--- src/pkg/card_cmd_cfg.svh ---
// Purpose: offsets, field positions, reset values and timing counts
// Assumes: 100 MHz clock, 10 ns period
// Notes:   definitions only
`ifndef CARD_CMD_CFG_SVH
`define CARD_CMD_CFG_SVH

// ----------------------------------------
// command indices
// ----------------------------------------
`define IDX_BLKLEN_SET     6'h10
`define IDX_WRITE_BLOCK    6'h18
`define IDX_MULTI_WRITE    6'h19
`define IDX_CID_PROGRAM    6'h1a
`define IDX_CARD_PROGRAM   6'h1b
`define IDX_PROT_SET       6'h1c
`define IDX_PROT_CLEAR     6'h1d
`define IDX_PROT_QUERY     6'h1e
`define IDX_RESERVED_31    6'h1f
`define IDX_SECT_FIRST     6'h20
`define IDX_SECT_LAST      6'h21
`define IDX_SECT_DESEL     6'h22
`define IDX_GRP_FIRST      6'h23
`define IDX_GRP_LAST       6'h24
`define IDX_GRP_DESEL      6'h25
`define IDX_ERASE          6'h26

// ----------------------------------------
// short response flag positions
// ----------------------------------------
`define RSP_IDLE_BIT       0
`define RSP_ILLEGAL_BIT    2
`define RSP_ERASE_SEQ_BIT  4
`define RSP_ADDR_BIT       5
`define RSP_PARAM_BIT      6

// ----------------------------------------
// sizes and reset values
// ----------------------------------------
`define BLKLEN_W           12
`define BLKLEN_RESET       12'h200
`define BLKLEN_MAX         32'h0000_0800
`define RECORD_W           16
`define RECORD_BYTES       12'h002
`define RECORD_RESET       16'h0000
`define GRPSZ_LSB          0
`define GRPSZ_W            5
`define SECTOR_SHIFT       6'h09
`define PROT_GROUPS        32
`define PROT_IDX_W         5
`define STAT_BYTES         2'h3

// ----------------------------------------
// timing
// ----------------------------------------
`define CLK_PERIOD_NS      10
`define PROG_TIME_NS       2000
`define ERASE_TIME_NS      20000
`define PROG_CYCLES        (`PROG_TIME_NS / `CLK_PERIOD_NS)
`define ERASE_CYCLES       (`ERASE_TIME_NS / `CLK_PERIOD_NS)
`define BUSY_CNT_W         12

`endif

--- src/pkg/card_cmd_pkg.sv ---
// Purpose: types shared by the command decoder and its bench
// Assumes: card_cmd_cfg.svh holds every number
// Notes:   carriers are packed structs
`include "card_cmd_cfg.svh"

package card_cmd_pkg;

    // ----------------------------------------
    // carriers
    // ----------------------------------------
    typedef struct packed {
        logic        valid;
        logic [5:0]  index;
        logic [31:0] arg;
    } cmd_s;

    typedef struct packed {
        logic       valid;
        logic [7:0] data;
    } byte_s;

    typedef struct packed {
        logic        valid;
        logic [31:0] addr;
        logic [7:0]  data;
    } wr_s;

    typedef struct packed {
        logic        valid;
        logic        groupMode;
        logic        singleSector;
        logic [31:0] first;
        logic [31:0] last;
        logic        deselValid;
        logic [31:0] deselAddr;
    } erase_s;

    // ----------------------------------------
    // control states, gray along idle-data-busy
    // ----------------------------------------
    typedef enum logic [1:0] {
        ST_IDLE = 2'b00,
        ST_DATA = 2'b01,
        ST_BUSY = 2'b11,
        ST_STAT = 2'b10
    } state_e;

endpackage

--- src/verilog/card_spi_write_protect_erase_cmds.sv ---
// Purpose: decoder for write, record program, protect and erase-tag commands
// Assumes: frames arrive already deframed, synchronous to clock
// Notes:   host waits while busy is high before the next frame
//
// Notes on behaviour
// - index 24 takes one block of current length, busy-type reply
// - block length is the last accepted index 16 argument
// - index 27 reprograms the whole 16-bit record, busy-type reply
// - index 28 sets protect bit of addressed group, busy-type reply
// - group size comes from the record's group size field
// - index 29 clears protect bit of addressed group, busy-type reply
// - protect commands decode the argument bits above the sector shift plus group size field
// - index 30 replies plain then sends protect status bits
// - index 32 latches first sector of erase selection
// - index 33 latches last sector, or a single sector alone
// - index 34 removes one sector from the selection
// - index 35 latches first erase group of range
// - index 36 latches last erase group of range
// - index 37 drops one erase group from the selection
// - index 38 erases current selection, busy-type reply
`timescale 1ns/10ps
`include "card_cmd_cfg.svh"

module card_spi_write_protect_erase_cmds (
    // clock and reset
    input  wire logic                  clock,
    input  wire logic                  rst,
    // command frames and data bytes from host
    input  wire card_cmd_pkg::cmd_s    cmdIn,
    input  wire card_cmd_pkg::byte_s   dataIn,
    // replies to host
    output      card_cmd_pkg::byte_s   respOut,
    output      card_cmd_pkg::byte_s   statOut,
    output      logic                  busy,
    // requests to flash array
    output      card_cmd_pkg::wr_s     wrOut,
    output      card_cmd_pkg::erase_s  eraseOut,
    output      logic [`RECORD_W-1:0]  cardRecord
);
    import card_cmd_pkg::*;
    // ----------------------------------------
    // decode helpers
    // ----------------------------------------
    // groups are a power-of-two number of sectors so no divider is needed
    function automatic logic [31:0] groupOf(input logic [31:0] addr,
                                           input logic [`RECORD_W-1:0] rec);
        logic [5:0] sh;
        sh = `SECTOR_SHIFT + {1'b0, rec[`GRPSZ_LSB +: `GRPSZ_W]};
        groupOf = (sh > 6'h1f) ? 32'h0 : (addr >> sh);
    endfunction

    function automatic logic inRange(input logic [31:0] grp);
        inRange = (grp < `PROT_GROUPS);
    endfunction

    state_e                  state_q;
    state_e                  stateD;
    logic [`BLKLEN_W-1:0]    blkLen_q;
    logic [`BLKLEN_W-1:0]    dataCnt_q;
    logic                    recMode_q;
    logic [31:0]             wrAddr_q;
    logic [`PROT_GROUPS-1:0] protect_q;
    logic [31:0]             statWord_q;
    logic [1:0]              statCnt_q;
    logic [`BUSY_CNT_W-1:0]  busyCnt_q;
    logic [`BUSY_CNT_W-1:0]  busyLoad;
    logic [31:0]             sectFirst_q;
    logic [31:0]             sectLast_q;
    logic [31:0]             grpFirst_q;
    logic [31:0]             grpLast_q;
    logic                    sectFirstOk_q;
    logic                    sectLastOk_q;
    logic                    grpFirstOk_q;
    logic                    grpLastOk_q;
    logic                    deselOk_q;
    logic [31:0]             desel_q;
    logic                    take;
    logic [7:0]              flags;
    logic [31:0]             argGrp;
    logic                    lastByte;

    assign take     = cmdIn.valid && (state_q == ST_IDLE);
    assign argGrp   = groupOf(cmdIn.arg, cardRecord);
    assign lastByte = dataIn.valid &&
                      (dataCnt_q == ((recMode_q ? `RECORD_BYTES : blkLen_q) - 12'h001));

    // ----------------------------------------
    // command decode
    // ----------------------------------------
    always_comb begin
        flags    = 8'h00;
        stateD   = state_q;
        busyLoad = `BUSY_CNT_W'(`PROG_CYCLES);
        unique case (state_q)
            ST_IDLE: begin
                if (take) begin
                    unique case (cmdIn.index)
                        `IDX_BLKLEN_SET: begin
                            if (cmdIn.arg == 32'h0 || cmdIn.arg > `BLKLEN_MAX) begin
                                flags[`RSP_PARAM_BIT] = 1'b1;
                            end
                        end
                        `IDX_WRITE_BLOCK: begin
                            // protected group refuses the block outright
                            if (!inRange(argGrp) || protect_q[argGrp[`PROT_IDX_W-1:0]]) begin
                                flags[`RSP_ADDR_BIT] = 1'b1;
                            end else begin
                                stateD = ST_DATA;
                            end
                        end
                        `IDX_CARD_PROGRAM: stateD = ST_DATA;
                        `IDX_PROT_SET, `IDX_PROT_CLEAR: begin
                            if (!inRange(argGrp)) begin
                                flags[`RSP_ADDR_BIT] = 1'b1;
                            end else begin
                                stateD = ST_BUSY;
                            end
                        end
                        `IDX_PROT_QUERY: begin
                            if (!inRange(argGrp)) begin
                                flags[`RSP_ADDR_BIT] = 1'b1;
                            end else begin
                                stateD = ST_STAT;
                            end
                        end
                        `IDX_MULTI_WRITE, `IDX_CID_PROGRAM, `IDX_RESERVED_31: begin
                            flags[`RSP_ILLEGAL_BIT] = 1'b1;
                        end
                        `IDX_ERASE: begin
                            if (!sectFirstOk_q && !sectLastOk_q &&
                                !grpFirstOk_q && !grpLastOk_q) begin
                                flags[`RSP_ERASE_SEQ_BIT] = 1'b1;
                            end else begin
                                stateD   = ST_BUSY;
                                busyLoad = `BUSY_CNT_W'(`ERASE_CYCLES);
                            end
                        end
                        default: flags = 8'h00;
                    endcase
                end
            end
            ST_DATA: begin
                if (lastByte) begin
                    stateD = ST_BUSY;
                end
            end
            ST_BUSY: begin
                if (busyCnt_q == `BUSY_CNT_W'(0)) begin
                    stateD = ST_IDLE;
                end
            end
            ST_STAT: begin
                if (statCnt_q == `STAT_BYTES) begin
                    stateD = ST_IDLE;
                end
            end
        endcase
    end

    // ----------------------------------------
    // state and busy timing
    // ----------------------------------------
    always_ff @(posedge clock) begin
        if (rst) begin
            state_q <= ST_IDLE;
        end else begin
            state_q <= stateD;
        end
    end

    always_ff @(posedge clock) begin
        if (rst) begin
            busyCnt_q <= `BUSY_CNT_W'(0);
            busy      <= 1'b0;
        end else begin
            if (state_q != ST_BUSY && stateD == ST_BUSY) begin
                busyCnt_q <= busyLoad - `BUSY_CNT_W'(1);
            end else if (busyCnt_q != `BUSY_CNT_W'(0)) begin
                busyCnt_q <= busyCnt_q - `BUSY_CNT_W'(1);
            end
            busy <= (stateD == ST_BUSY);
        end
    end

    // ----------------------------------------
    // short response
    // ----------------------------------------
    always_ff @(posedge clock) begin
        if (rst) begin
            respOut <= '0;
        end else begin
            respOut.valid <= take;
            respOut.data  <= flags;
        end
    end

    // ----------------------------------------
    // block length
    // ----------------------------------------
    always_ff @(posedge clock) begin
        if (rst) begin
            blkLen_q <= `BLKLEN_RESET;
        end else if (take && cmdIn.index == `IDX_BLKLEN_SET && flags == 8'h00) begin
            blkLen_q <= cmdIn.arg[`BLKLEN_W-1:0];
        end
    end

    // ----------------------------------------
    // data phase: block write or record program
    // ----------------------------------------
    always_ff @(posedge clock) begin
        if (rst) begin
            dataCnt_q  <= `BLKLEN_W'(0);
            recMode_q  <= 1'b0;
            wrAddr_q   <= 32'h0;
            wrOut      <= '0;
            cardRecord <= `RECORD_RESET;
        end else begin
            wrOut.valid <= 1'b0;
            if (take) begin
                dataCnt_q <= `BLKLEN_W'(0);
                recMode_q <= (cmdIn.index == `IDX_CARD_PROGRAM);
                wrAddr_q  <= cmdIn.arg;
            end else if (state_q == ST_DATA && dataIn.valid) begin
                dataCnt_q <= dataCnt_q + `BLKLEN_W'(1);
                if (recMode_q) begin
                    // each byte shifts in at the low end; two bytes replace the whole record
                    cardRecord <= {cardRecord[`RECORD_W-9:0], dataIn.data};
                end else begin
                    wrOut.valid <= 1'b1;
                    wrOut.addr  <= wrAddr_q;
                    wrOut.data  <= dataIn.data;
                    wrAddr_q    <= wrAddr_q + 32'h1;
                end
            end
        end
    end

    // ----------------------------------------
    // write protection bits and status
    // ----------------------------------------
    always_ff @(posedge clock) begin
        if (rst) begin
            protect_q <= '0;
        end else if (take && inRange(argGrp)) begin
            if (cmdIn.index == `IDX_PROT_SET) begin
                protect_q[argGrp[`PROT_IDX_W-1:0]] <= 1'b1;
            end else if (cmdIn.index == `IDX_PROT_CLEAR) begin
                protect_q[argGrp[`PROT_IDX_W-1:0]] <= 1'b0;
            end
        end
    end

    always_ff @(posedge clock) begin
        if (rst) begin
            statWord_q <= 32'h0;
            statCnt_q  <= 2'h0;
            statOut    <= '0;
        end else begin
            statOut.valid <= 1'b0;
            if (take && cmdIn.index == `IDX_PROT_QUERY) begin
                // bits from the addressed group upward, first group in the msb
                statWord_q <= {<<{protect_q >> argGrp[`PROT_IDX_W-1:0]}};
                statCnt_q  <= 2'h0;
            end else if (state_q == ST_STAT) begin
                statOut.valid <= 1'b1;
                statOut.data  <= statWord_q[31:24];
                statWord_q    <= {statWord_q[23:0], 8'h00};
                statCnt_q     <= statCnt_q + 2'h1;
            end
        end
    end

    // ----------------------------------------
    // erase selection
    // ----------------------------------------
    always_ff @(posedge clock) begin
        if (rst) begin
            sectFirst_q   <= 32'h0;
            sectLast_q    <= 32'h0;
            grpFirst_q    <= 32'h0;
            grpLast_q     <= 32'h0;
            sectFirstOk_q <= 1'b0;
            sectLastOk_q  <= 1'b0;
            grpFirstOk_q  <= 1'b0;
            grpLastOk_q   <= 1'b0;
            deselOk_q     <= 1'b0;
            desel_q       <= 32'h0;
            eraseOut      <= '0;
        end else begin
            eraseOut.valid <= 1'b0;
            if (take) begin
                unique case (cmdIn.index)
                    `IDX_SECT_FIRST: begin
                        sectFirst_q   <= cmdIn.arg;
                        sectFirstOk_q <= 1'b1;
                    end
                    `IDX_SECT_LAST: begin
                        sectLast_q   <= cmdIn.arg;
                        sectLastOk_q <= 1'b1;
                    end
                    `IDX_GRP_FIRST: begin
                        grpFirst_q   <= cmdIn.arg;
                        grpFirstOk_q <= 1'b1;
                    end
                    `IDX_GRP_LAST: begin
                        grpLast_q   <= cmdIn.arg;
                        grpLastOk_q <= 1'b1;
                    end
                    // one deselect slot; a later one replaces the earlier
                    `IDX_SECT_DESEL, `IDX_GRP_DESEL: begin
                        desel_q   <= cmdIn.arg;
                        deselOk_q <= 1'b1;
                    end
                    `IDX_ERASE: begin
                        if (flags == 8'h00) begin
                            eraseOut.valid        <= 1'b1;
                            eraseOut.groupMode    <= grpFirstOk_q || grpLastOk_q;
                            eraseOut.singleSector <= sectLastOk_q && !sectFirstOk_q;
                            eraseOut.first        <= (grpFirstOk_q || grpLastOk_q) ?
                                                     grpFirst_q : sectFirst_q;
                            eraseOut.last         <= (grpFirstOk_q || grpLastOk_q) ?
                                                     (grpLastOk_q ? grpLast_q : grpFirst_q) :
                                                     sectLast_q;
                            eraseOut.deselValid   <= deselOk_q;
                            eraseOut.deselAddr    <= desel_q;
                        end
                        sectFirstOk_q <= 1'b0;
                        sectLastOk_q  <= 1'b0;
                        grpFirstOk_q  <= 1'b0;
                        grpLastOk_q   <= 1'b0;
                        deselOk_q     <= 1'b0;
                    end
                    default: desel_q <= desel_q;
                endcase
            end
        end
    end

endmodule
--- config.mk ---
export PLATFORM = sky130hd
export DESIGN_NAME = card_spi_write_protect_erase_cmds
export DESIGN_NICKNAME = d
export VERILOG_FILES = /design/src/pkg/card_cmd_pkg.sv /design/src/verilog/card_spi_write_protect_erase_cmds.sv
export VERILOG_INCLUDE_DIRS = /design/src /design/src/pkg
export SDC_FILE = /design/constraint.sdc
export NUM_CORES = 1
export LEC_CHECK = 0
export CORE_MARGIN = 8
export CORE_UTILIZATION = 43
export CTS_BUF_LIST = sky130_fd_sc_hd__clkbuf_8
export CTS_CLUSTER_DIAMETER = 150
export CTS_CLUSTER_SIZE = 24
export DETAILED_ROUTE_END_ITERATION = 10
export DONT_BUFFER_PORTS = 1
export HOLD_SLACK_MARGIN = 0.02
export PLACE_DENSITY_LB_ADDON = 0.2
export SYNTH_ARGS = -nofsm -noshare
export SYNTH_HDL_FRONTEND = slang
export SYNTH_SLANG_ARGS = --single-unit
--- constraint.sdc ---
create_clock -name clock -period 4.9 [get_ports clock]
set_clock_uncertainty 0.05 [all_clocks]
set_input_delay 0.98 -clock clock [delete_from_list [all_inputs] [get_ports clock]]
set_output_delay 0.98 -clock clock [all_outputs]
set_load 0.01 [all_outputs]
# After elaboration in Yosys (flattened, before gate mapping)
# Index checks and enable logic that the tools add are counted.
# classes
shifts,2
order_cmp,5
addsub,7
bitwise,8
n_mux,50
reduce_logical,59
eq_ne,24
# op_table
operator,n
32-bit 2-to-1 mux,11
100-bit 2-to-1 mux,1
6-bit by 5-bit equality test with 1-bit output (second input constant),9
11-bit 2-to-1 mux,4
6-bit equality test (second input constant),7
41-bit 2-to-1 mux,1
12-bit 2-to-1 mux,3
12-bit by 1-bit subtractor with 12-bit output (second input constant),3
32-bit by 1-bit adder with 32-bit output (second input constant),1
32-bit AND,1
32-bit by 12-bit > comparator with 1-bit output (second input constant),1
32-bit zero test,1
32-bit by 6-bit < comparator with 1-bit output (second input constant),1
32-bit inverter,1
32-bit OR,1
32-bit by 5-bit right shift with 32-bit output,1
32-bit by 6-bit right shift with 32-bit output,1
2-bit AND reduction,13
2-bit nonzero test,9
2-bit 2-to-1 mux,8
7-bit 2-to-1 mux,2
1-bit logical AND,13
12-bit by 1-bit adder with 12-bit output (second input constant),1
12-bit equality test,1
26 further kinds,60
# totals
inputBits,50
ff_bits,478
elab_cells,190
output_inout_bits,176

# Depth between registers and ports, before layout
# Gate-level depths: netlist (run 1).
# logic_depth
word_depth,13
mapped_depth,21
depth_no_buf,19

# Worst setup path after synthesis (run 1)
# OpenSTA, ideal clock, no wires.
# synth_path
path_type,input -> register
from,in cmdIn[23] (netlist name)
to,reg busyCnt_q[8]
t_arrival_ns,3.756
setup_slack_ns,1.009
t_required_ns,4.764
path_stages,16
setup_time_ns,0.086
path_buffers,1
path_cell_list,clkbuf_1 -> or3_1 -> a211oi_1 -> o211ai_1 -> o32ai_1 -> o2111a_1 -> o21ai_1 -> o211ai_1 -> nand2_2 -> nand2_1 -> ha_1 -> nor2b_1 -> nand2_1 -> nor3_1 -> xnor2_1 -> a211oi_1
# synth_via
elab_chain_cells,12
elab_cells_between_ends,17
cone_classes,order compare (1); eq/ne (1); shift (1); mux (10); reduce/logical (4)
# synth_lines
item,line_no,rtl
"start, declared",card_spi_write_protect_erase_cmds.sv:29,"input wire card_cmd_pkg::cmd_s cmdIn,"
32-bit by 6-bit right shift with 32-bit output (*),card_spi_write_protect_erase_cmds.sv:49,groupOf = (sh > 6'h1f) ? 32'h0 : (addr >> sh);
32-bit 2-to-1 mux (*),card_spi_write_protect_erase_cmds.sv:49,
32-bit by 6-bit < comparator with 1-bit output (no source line) / 1-bit binary-select mux with 5-bit select (equally long branches),n/a,
1-bit zero test / 1-bit 2-to-1 mux (equally long branches),n/a,
1-bit logical OR,card_spi_write_protect_erase_cmds.sv:105,if (!inRange(argGrp) || protect_q[argGrp[`PROT_IDX_W-1:0]]) begin
2-bit 2-to-1 mux,card_spi_write_protect_erase_cmds.sv:105,
2-bit one-hot mux with 5 select lines (*),card_spi_write_protect_erase_cmds.sv:97,unique case (cmdIn.index)
2-bit 2-to-1 mux (*),card_spi_write_protect_erase_cmds.sv:96,if (take) begin
2-bit one-hot mux with 4 select lines (*),card_spi_write_protect_erase_cmds.sv:94,unique case (state_q)
2-bit equality test (*),card_spi_write_protect_erase_cmds.sv:176,if (state_q != ST_BUSY && stateD == ST_BUSY) begin
1-bit logical AND (*),card_spi_write_protect_erase_cmds.sv:176,
12-bit 2-to-1 mux / 2-bit nonzero test (equally long branches),n/a,
"end signal, assigned",card_spi_write_protect_erase_cmds.sv:173,busyCnt_q <= `BUSY_CNT_W'(0);
"end signal, assigned",card_spi_write_protect_erase_cmds.sv:177,busyCnt_q <= busyLoad - `BUSY_CNT_W'(1);
"end signal, assigned",card_spi_write_protect_erase_cmds.sv:179,busyCnt_q <= busyCnt_q - `BUSY_CNT_W'(1);
"end, declared",card_spi_write_protect_erase_cmds.sv:65,logic [`BUSY_CNT_W-1:0] busyCnt_q;
# Mark *: on every way between the ends. The rest lies on a longest branch, timed or not. The select of a mux whose other input is x is not followed.
# A chain may end at the register's enable or synchronous reset.

# Final worst setup path (run 1)
# layout_path
from,reg recMode_q
to,reg busyCnt_q[8]
# layout_via
elab_chain_cells,9
elab_cells_between_ends,10
cone_classes,add/sub (1); eq/ne (2); mux (4); reduce/logical (3)
# layout_lines
item,line_no,rtl
"start, declared",card_spi_write_protect_erase_cmds.sv:60,logic recMode_q;
"start signal, assigned",card_spi_write_protect_erase_cmds.sv:222,recMode_q <= (cmdIn.index == `IDX_CARD_PROGRAM);
12-bit 2-to-1 mux (*),card_spi_write_protect_erase_cmds.sv:85,(dataCnt_q == ((recMode_q ? `RECORD_BYTES : blkLen_q) - 12'h001));
12-bit by 1-bit subtractor with 12-bit output (*),card_spi_write_protect_erase_cmds.sv:85,
12-bit equality test (*),card_spi_write_protect_erase_cmds.sv:85,
1-bit logical AND (*),card_spi_write_protect_erase_cmds.sv:84,assign lastByte = dataIn.valid &&
2-bit 2-to-1 mux (*),card_spi_write_protect_erase_cmds.sv:143,if (lastByte) begin
2-bit one-hot mux with 4 select lines (*),card_spi_write_protect_erase_cmds.sv:94,
2-bit equality test (*),card_spi_write_protect_erase_cmds.sv:176,
1-bit logical AND (*),card_spi_write_protect_erase_cmds.sv:176,
12-bit 2-to-1 mux / 2-bit nonzero test (equally long branches),n/a,
# Mark *: on every way between the ends. The rest lies on a longest branch, timed or not.

==> impl_results.html, run 1 <==
<table>
<tr><th>Metric</th><th>Value</th></tr>
<tr><th colspan="2">Power</th></tr>
<tr><td>Power density cells</td><td>261.6 nW/um2</td></tr>
<tr><td>Leakage component of the power</td><td>7.862 nW</td></tr>
<tr><td>Peak VDD IR</td><td>0.0002174 V</td></tr>
<tr><th colspan="2">Yosys</th></tr>
<tr><td>Number of warning messages in the yosys log</td><td>0</td></tr>
<tr><td>Simple logic cell fraction of the synthesized area</td><td>0.2106</td></tr>
<tr><td>Main combinational cell family by area after synthesis</td><td>simple AND/OR/NAND/NOR gates</td></tr>
<tr><td>Number of distinct library cells after synthesis</td><td>87</td></tr>
<tr><td>Number of standard cells after synthesis</td><td>2,820</td></tr>
<tr><td>Number of enable flip-flop cells after synthesis</td><td>0</td></tr>
<tr><td>Share of flip-flops with an asynchronous set or reset</td><td>0</td></tr>
<tr><td>Area share of the leading cell type in the synthesized netlist</td><td>0.4214</td></tr>
<tr><td>Parity-gate share of the synthesized area counting xor and xnor cells</td><td>0.01667</td></tr>
<tr><td>Sequential area share after synthesis</td><td>0.4214</td></tr>
<tr><td>Commonest register cell after synthesis</td><td>dfxtp_1</td></tr>
<tr><td>Synth area leader</td><td>dfxtp_1</td></tr>
<tr><td>Number of flip-flops and latches in the synthesized netlist</td><td>474</td></tr>
<tr><td>Synthesized-area fraction occupied by adder cells</td><td>0.002778</td></tr>
<tr><td>Cell Area, Synth</td><td>22,520 um2</td></tr>
<tr><td>Share of the synthesized area in compound gates (AO/OA/AOI/OAI)</td><td>0.1652</td></tr>
<tr><td>Proportion of synthesized area in mux cells</td><td>0.1293</td></tr>
<tr><td>Synth area leaders</td><td>dfxtp_1 42%, nand2_1 11%, mux2i_1 10%, a21oi_1 6.6%, nor2_1 4.4%</td></tr>
<tr><td>Post-synthesis average cell area</td><td>7.986 um2</td></tr>
<tr><th colspan="2">Drt</th></tr>
<tr><td>Overall via count from detail_route</td><td>19,160</td></tr>
<tr><td>Count of antenna-violating nets left after detailed routing</td><td>0</td></tr>
<tr><td>Number of design-rule violations left by the first detailed-router iteration</td><td>1,620</td></tr>
<tr><td>Total DRC errors in the routed layout</td><td>0</td></tr>
<tr><td>Total detailed-routing wirelength</td><td>70.81 mm</td></tr>
<tr><td>TritonRoute pass-1 iters</td><td>5</td></tr>
<tr><td>Routed WL per cell</td><td>21.29 um</td></tr>
<tr><td>Avg Vias per Cell</td><td>5.759</td></tr>
<tr><th colspan="2">STA</th></tr>
<tr><td>Setup-violating endpoint count in the final report</td><td>0</td></tr>
<tr><td>Final Critical Period</td><td>4.355 ns</td></tr>
<tr><td>Slack of the critical path</td><td>0.5450 ns</td></tr>
<tr><td>Max_slew headroom</td><td>-0.3099</td></tr>
<tr><td>Max Slew Vio Count</td><td>190</td></tr>
<tr><td>Max frequency</td><td>0.2296 GHz</td></tr>
<tr><td>Final worst-path cycle share</td><td>0.8888</td></tr>
<tr><td>Number of failing hold endpoints at the final stage</td><td>0</td></tr>
<tr><td>Final setup TNS</td><td>0 ns</td></tr>
<tr><td>Setup repair after global routing missed its margin</td><td>false</td></tr>
<tr><td>Slew of the pin with the lowest slew margin</td><td>1.965 ns</td></tr>
<tr><th colspan="2">Critical path</th></tr>
<tr><td>Class of the most critical setup path</td><td>reg2reg</td></tr>
<tr><td>Count of cells along the worst register-to-register path</td><td>17</td></tr>
<tr><td>Data arrival, critical path</td><td>4.91 ns</td></tr>
<tr><td>Top fanout value on the critical path</td><td>13</td></tr>
<tr><td>Endpoint of the most critical register-to-register path</td><td>busyCnt_q[8]$_SDFFE_PP0P_</td></tr>
<tr><td>Nature of the critical path startpoint</td><td>flip-flop</td></tr>
<tr><td>Data required time of the critical path</td><td>5.46 ns</td></tr>
<tr><td>Setup slack of the worst register-to-register path</td><td>0.54 ns</td></tr>
<tr><td>CP Capture Type</td><td>flip-flop</td></tr>
<tr><td>Termination of the worst setup path</td><td>busyCnt_q[8]$_SDFFE_PP0P_</td></tr>
<tr><td>Worst setup path startpoint</td><td>recMode_q$_SDFFE_PP0P_</td></tr>
<tr><td>Startpoint of the worst-slack reg-to-reg timing path</td><td>recMode_q$_SDFFE_PP0P_</td></tr>
<tr><th colspan="2">Min path</th></tr>
<tr><td>Worst min-delay path category</td><td>in2reg</td></tr>
<tr><th colspan="2">Floorplan</th></tr>
<tr><td>Count of pins on the block boundary</td><td>226</td></tr>
<tr><td>Floorplan core area</td><td>52,130 um2</td></tr>
<tr><td>Die extent in x</td><td>244.9 um</td></tr>
<tr><td>Die area</td><td>59,950 um2</td></tr>
<tr><td>Die Y-Extent</td><td>244.9 um</td></tr>
<tr><td>Starting density of the core</td><td>0.4320</td></tr>
<tr><td>FP Rows</td><td>84</td></tr>
<tr><th colspan="2">Clock network</th></tr>
<tr><td>Number of CTS-inserted buffers</td><td>23</td></tr>
<tr><td>Number of buffers inserted for hold repair after clock tree synthesis</td><td>0</td></tr>
<tr><td>Clk sinks</td><td>474</td></tr>
<tr><td>Clock tree from TritonCTS</td><td>done</td></tr>
<tr><td>Register clock-pin slew on the reported worst setup and hold paths</td><td>0.16 ns</td></tr>
<tr><td>Root buffer cell</td><td>clkbuf_8</td></tr>
<tr><td>Clock Latency Late Sink</td><td>0.68 ns</td></tr>
<tr><td>Maximum buffer depth of the clock tree</td><td>3</td></tr>
<tr><td>CTS HTree Levels</td><td>1</td></tr>
<tr><th colspan="2">Global route</th></tr>
<tr><td>Via count of the first global-routing pass</td><td>18,010</td></tr>
<tr><td>Total global routing overflow</td><td>0</td></tr>
<tr><td>Maximum number of pins on one net before global-route repair</td><td>441</td></tr>
<tr><td>Wire length of the first global-routing pass</td><td>109.2 mm</td></tr>
<tr><td>Total routing usage reported by global routing</td><td>0.2240</td></tr>
<tr><td>Initial antenna violation count</td><td>3</td></tr>
<tr><th colspan="2">Cells and area</th></tr>
<tr><td>Number of inserted filler cells in the final layout</td><td>5,277</td></tr>
<tr><td>Layout Nets</td><td>2,690</td></tr>
<tr><td>Post-layout util</td><td>0.4412</td></tr>
<tr><td>Top library cells by usage in the layout, fill and taps aside</td><td>654 x nand2_1, 471 x dfxtp_1, 299 x a21oi_1</td></tr>
<tr><td>Fraction of layout cells with a size suffix above 1</td><td>0.05655</td></tr>
<tr><td>Synthesis-to-layout area growth</td><td>2.133%</td></tr>
<tr><td>Most common cell after layout, fill and taps aside</td><td>nand2_1</td></tr>
<tr><th colspan="2">Status</th></tr>
<tr><td>Outcome</td><td>finished, violations left</td></tr>
<tr><td>Violated checks</td><td>max-slew violations</td></tr>
<tr><th colspan="2">Place</th></tr>
<tr><td>Worst slack after detailed placement</td><td>0.5230 ns</td></tr>
<tr><td>Weighted congestion reported at the end of routability-driven placement</td><td>0.8802</td></tr>
<tr><td>Quantity of I/O buffers inserted on ports</td><td>0</td></tr>
<tr><td>Post-detailed-placement half-perimeter wirelength</td><td>47.35 mm</td></tr>
<tr><th colspan="2">Flow run</th></tr>
<tr><td>Max-cap violation count</td><td>0</td></tr>
</table>
## Yosys cell counts, drive strengths merged, types with 24 or more instances
| cell | number |
|---|---|
| buf | 53 |
| nand2 | 657 |
| clkbuf | 199 |
| a22oi | 24 |
| nor3 | 43 |
| mux2i | 229 |
| nor2 | 263 |
| nand3 | 37 |
| mux2 | 41 |
| xnor2 | 27 |
| a21oi | 299 |
| o21ai | 126 |
| a211oi | 29 |
| dfxtp | 474 |
| a311oi | 37 |
## routing by layer
layer	up-vias	GRT usage	wire length, um
li1	9257	-	-
met2	503	0.3808	33980
met5	-	0	15
met1	9317	0.2890	30650
met3	76	0.04761	4908
met4	2	0.05100	1253
## metrics by stage
| step | std cells | hold slack [ns] | cell area (um2) | total power [mW] |
|---|---|---|---|---|
| after CTS | 3323 | 0.3086 | 22990 | 6.064 |
| after global routing | 3324 | 0.2892 | 23000 | 6.268 |
| final | 3326 | 0.3232 | 23000 | 6.017 |
| after global placement | 3298 | 0.3837 | 22650 | 4.431 |
| after floorplan | 2823 | 0.3734 | 22530 | 4.428 |
| after detailed placement | 3298 | 0.3924 | 22650 | 4.435 |
## cells by family after synthesis
logic type,count (synthesis)
AND/OR/NAND/NOR,1134
AO/OA/AOI/OAI,613
flip-flops,474
buffers and inverters,276
multiplexers,275
XOR/XNOR,42
adder cells (fa/ha/maj),5
other,1
## worst min path at each step
stage                               start                    endpoint  slack [ns]  cells past startpoint
5_1_grt                               rst       statOut[8]$_SDFF_PP0_        0.29                      1
3_3_place_gp   busyCnt_q[11]$_SDFFE_PP0P_  busyCnt_q[11]$_SDFFE_PP0P_        0.38                      2
2_1_floorplan  busyCnt_q[11]$_SDFFE_PP0P_  busyCnt_q[11]$_SDFFE_PP0P_        0.37                      2
3_5_place_dp   busyCnt_q[11]$_SDFFE_PP0P_  busyCnt_q[11]$_SDFFE_PP0P_        0.39                      2
4_1_cts                               rst   eraseOut[29]$_SDFFE_PP0P_        0.31                      1
6_report                              rst       statOut[8]$_SDFF_PP0_        0.32                      1
## layout make-up
class / count / area (um2) / share of cell area
inverter: 24 / 90.09 / 0.003917
tap: 688 / 860.8 / 0.03743
multi-input combinational: 2073 / 11910 / 0.5177
clock inverter: 2 / 20.02 / 0.0008704
timing repair buffer: 39 / 305.3 / 0.01327
sequential: 474 / 9493 / 0.4127
clock buffer: 23 / 316.6 / 0.01376
antenna: 3 / 7.507 / 0.0003264
## power by group
part / internal [mW] / switching, mW / leakage, nW
Sequential: 3.91 / 0.0522 / 3.83
Combinational: 0.172 / 0.226 / 3.86
Clock: 0.437 / 1.22 / 0.176
## flip-flops by register name, indices dropped and copies added (netlist names), 16 cells and up, named ones only
name         cells
sectLast_q      32
grpLast_q       32
sectFirst_q     32
desel_q         32
grpFirst_q      32
wrAddr_q        32
wrOut           41
eraseOut       100
statWord_q      32
cardRecord      16
## critical path: stages (launching register included)
cell and delay, ns:
dfxtp_1 0.58, clkinv_1 0.35, nand2_1 0.20, ha_2 0.34, xnor2_1 0.14, a221oi_1 0.26
a31oi_1 0.07, nor4_1 0.29, o2111ai_1 0.29, o211ai_2 0.33, nand2_2 0.14, nand2_1 0.10
ha_1 0.21, nor2b_1 0.30, nand2_1 0.13, nor3_1 0.19, xnor2_1 0.09, a211oi_1 0.21
## repair_timing
item	in CTS	in global routing
setup endpoints to repair	0	1
resized for setup	0	1
buffers inserted	0	0
Power figures use the tool's default switching activity.
==> run 2: changes to the inputs <==
--- a/config.mk
+++ b/config.mk
@@ -15,2 +15,3 @@
 export DONT_BUFFER_PORTS = 1
+export GPL_TIMING_DRIVEN = 0
 export HOLD_SLACK_MARGIN = 0.02
==> constraint.sdc (replaced) <==
create_clock -name clock -period 4.9 [get_ports clock]
set_clock_uncertainty 0.05 [all_clocks]
set_input_delay 0.245 -clock clock [delete_from_list [all_inputs] [get_ports clock]]
set_output_delay 0.245 -clock clock [all_outputs]
set_load 0.01 [all_outputs]
==> impl_results.html, run 2 (same netlist as run 1, synthesis figures left out) <==
<table>
<tr><th>Metric</th><th>Value</th></tr>
<tr><th colspan="2">Status</th></tr>
<tr><td>Outcome</td><td>finished, final reports clean</td></tr>
<tr><th colspan="2">Drt</th></tr>
<tr><td>Routed WL per cell</td><td>22.35 um</td></tr>
<tr><td>Count of antenna-violating nets left after detailed routing</td><td>0</td></tr>
<tr><td>Overall via count from detail_route</td><td>20,540</td></tr>
<tr><td>Total detailed-routing wirelength</td><td>79.79 mm</td></tr>
<tr><td>Avg Vias per Cell</td><td>5.754</td></tr>
<tr><td>TritonRoute pass-1 iters</td><td>6</td></tr>
<tr><td>Total DRC errors in the routed layout</td><td>0</td></tr>
<tr><td>Number of design-rule violations left by the first detailed-router iteration</td><td>1,964</td></tr>
<tr><th colspan="2">Clock network</th></tr>
<tr><td>Number of CTS-inserted buffers</td><td>23</td></tr>
<tr><td>Maximum buffer depth of the clock tree</td><td>3</td></tr>
<tr><td>Clock tree from TritonCTS</td><td>done</td></tr>
<tr><td>CTS HTree Levels</td><td>1</td></tr>
<tr><td>Clock Latency Late Sink</td><td>0.70 ns</td></tr>
<tr><td>Buffers inserted by post-CTS timing repair</td><td>0</td></tr>
<tr><td>Clk sinks</td><td>474</td></tr>
<tr><td>Root buffer cell</td><td>clkbuf_8</td></tr>
<tr><td>Register clock-pin slew on the reported worst setup and hold paths</td><td>0.18 ns</td></tr>
<tr><th colspan="2">Cells and area</th></tr>
<tr><td>Biggest regs</td><td>eraseOut: 100 flops, wrOut: 41 flops</td></tr>
<tr><td>Fraction of layout cells with a size suffix above 1</td><td>0.04795</td></tr>
<tr><td>Top reg by flops</td><td>eraseOut</td></tr>
<tr><td>Synthesis-to-layout area growth</td><td>6.939%</td></tr>
<tr><td>Most common cell after layout, fill and taps aside</td><td>nand2_1</td></tr>
<tr><td>Top library cells by usage in the layout, fill and taps aside</td><td>656 x nand2_1, 474 x dfxtp_1, 299 x a21oi_1</td></tr>
<tr><td>Number of inserted filler cells in the final layout</td><td>5,284</td></tr>
<tr><td>Finished Layout Cells</td><td>3,570</td></tr>
<tr><td>Max FFs per register</td><td>100</td></tr>
<tr><td>Layout Nets</td><td>2,932</td></tr>
<tr><th colspan="2">Place</th></tr>
<tr><td>Placed cell count</td><td>3,511</td></tr>
<tr><td>Weighted congestion reported at the end of routability-driven placement</td><td>0.9300</td></tr>
<tr><td>Worst slack after detailed placement</td><td>0.2568 ns</td></tr>
<tr><td>Quantity of I/O buffers inserted on ports</td><td>0</td></tr>
<tr><td>Post-detailed-placement half-perimeter wirelength</td><td>60.47 mm</td></tr>
<tr><th colspan="2">Power</th></tr>
<tr><td>Net switching component of the power</td><td>1.690 mW</td></tr>
<tr><td>Sequential power share</td><td>0.628</td></tr>
<tr><td>Internal power</td><td>4.614 mW</td></tr>
<tr><td>Switching share of power</td><td>0.2681</td></tr>
<tr><td>Total power of the final layout</td><td>6.304 mW</td></tr>
<tr><td>Peak VDD IR</td><td>0.0001743 V</td></tr>
<tr><td>Portion of total power attributed to combinational logic</td><td>0.096</td></tr>
<tr><td>Leakage component of the power</td><td>8.266 nW</td></tr>
<tr><td>Power density cells</td><td>261.8 nW/um2</td></tr>
<tr><td>Clk network pwr share</td><td>0.276</td></tr>
<tr><th colspan="2">Critical path</th></tr>
<tr><td>Nature of the critical path startpoint</td><td>flip-flop</td></tr>
<tr><td>Top fanout value on the critical path</td><td>9</td></tr>
<tr><td>CP Capture Type</td><td>flip-flop</td></tr>
<tr><td>Data required time of the critical path</td><td>5.48 ns</td></tr>
<tr><td>Data arrival, critical path</td><td>5.36 ns</td></tr>
<tr><td>Class of the most critical setup path</td><td>reg2reg</td></tr>
<tr><td>Setup slack of the worst register-to-register path</td><td>0.12 ns</td></tr>
<tr><th colspan="2">Floorplan</th></tr>
<tr><td>Die Y-Extent</td><td>244.9 um</td></tr>
<tr><td>Floorplan core area</td><td>52,130 um2</td></tr>
<tr><td>FP Rows</td><td>84</td></tr>
<tr><td>Die extent in x</td><td>244.9 um</td></tr>
<tr><td>Starting density of the core</td><td>0.4320</td></tr>
<tr><td>Count of pins on the block boundary</td><td>226</td></tr>
<tr><td>Die area</td><td>59,950 um2</td></tr>
<tr><th colspan="2">Global route</th></tr>
<tr><td>Maximum number of pins on one net before global-route repair</td><td>25</td></tr>
<tr><td>Total routing usage reported by global routing</td><td>0.2526</td></tr>
<tr><td>Wire length of the first global-routing pass</td><td>119.8 mm</td></tr>
<tr><td>Initial antenna violation count</td><td>3</td></tr>
<tr><td>Via count of the first global-routing pass</td><td>19,710</td></tr>
<tr><td>Total global routing overflow</td><td>0</td></tr>
<tr><th colspan="2">STA</th></tr>
<tr><td>Max_slew headroom</td><td>0.09402</td></tr>
<tr><td>Setup repair after global routing missed its margin</td><td>false</td></tr>
<tr><td>Final worst-path cycle share</td><td>0.9762</td></tr>
<tr><td>Slack of the critical path</td><td>0.1165 ns</td></tr>
<tr><td>Final setup TNS</td><td>0 ns</td></tr>
<tr><td>Setup-violating endpoint count in the final report</td><td>0</td></tr>
<tr><td>Slew of the pin with the lowest slew margin</td><td>1.350 ns</td></tr>
<tr><td>Final Critical Period</td><td>4.784 ns</td></tr>
<tr><td>Max frequency</td><td>0.2091 GHz</td></tr>
<tr><td>Number of failing hold endpoints at the final stage</td><td>0</td></tr>
<tr><td>Max Slew Vio Count</td><td>0</td></tr>
<tr><th colspan="2">Flow run</th></tr>
<tr><td>Max-cap violation count</td><td>0</td></tr>
<tr><th colspan="2">Min path</th></tr>
<tr><td>Worst min-delay path category</td><td>in2reg</td></tr>
</table>
==> run 2: area by class of cell <==
cell class,instances,area [um2],share of cell area
multi-input cells,2073,11850,0.4918
flip-flops and latches,474,9489,0.3940
plain buffers,252,1126,0.04676
well taps,688,860.8,0.03574
clock buffers,24,330.3,0.01372
repair buffers,29,290.3,0.01205
inverters,24,90.09,0.003741
clock inverters,2,41.29,0.001714
diodes,4,10.01,0.0004156
==> run 2: power by group through the flow <==
| stage | clock [mW] | sequential (mW) | combinational (mW) |
|---|---|---|---|
| 2_1_floorplan | 0 | 4.03 | 0.400 |
| 3_3_place_gp | 0 | 4.04 | 0.563 |
| 3_5_place_dp | 0 | 4.04 | 0.572 |
| 4_1_cts | 1.77 | 3.96 | 0.595 |
| 5_1_grt | 1.91 | 3.97 | 0.651 |
| 6_report | 1.74 | 3.96 | 0.604 |
==> run 2: worst max-delay path, stage by stage (launching register included) <==
cell,delay [ns]
dfxtp_1,0.46
buf_6,0.19
mux4_1,0.63
nor3b_1,0.17
a31oi_1,0.19
and3_1,0.19
clkbuf_1,0.39
nand2_1,0.27
or2_0,0.27
clkbuf_1,0.25
o32ai_2,0.43
a311o_1,0.26
o21bai_1,0.08
a21oi_1,0.24
dlygate4sd3_1,0.63
==> run 2: timing repair <==
item | in CTS | in global routing
endpoints found under the hold margin | 95 | 0
setup endpoints to repair | 0 | 5
hold buffers | 29 | 0
gates resized for setup | 0 | 6
==> run 2: routing by layer <==
| metal | wire length [um] | vias to the layer above | GRT usage |
|---|---|---|---|
| li1 | - | 9757 | - |
| met1 | 34610 | 9933 | 0.3321 |
| met2 | 36810 | 708 | 0.4134 |
| met3 | 5902 | 139 | 0.04761 |
| met4 | 2456 | 4 | 0.08552 |
| met5 | 16 | - | 0 |
==> run 2: final timing paths <==
kind / from / depth (start not counted) / endpoint
setup reg to reg: cardRecord[1]$_SDFFE_PP0P_ / 14 / respOut[5]$_SDFF_PP0_
hold reg to reg: sectLast_q[2]$_SDFFE_PP0P_ / 2 / sectLast_q[2]$_SDFFE_PP0P_
setup / recovery: cardRecord[1]$_SDFFE_PP0P_ / 14 / respOut[5]$_SDFF_PP0_
hold / removal: cmdIn[31] / 3 / sectFirst_q[31]$_SDFFE_PP0P_
==> run 2: stage by stage <==
| step | hold WS [ns] | area (um2) | utilization |
|---|---|---|---|
| 3_3_place_gp | 0.3337 | 23390 | 0.4487 |
| 2_1_floorplan | 0.3310 | 22530 | - |
| 3_5_place_dp | 0.3402 | 23400 | 0.4489 |
| 6_report | 0.07949 | 24080 | 0.4620 |
| 5_1_grt | 0.05204 | 24070 | 0.4618 |
| 4_1_cts | 0.02125 | 24060 | 0.4616 |
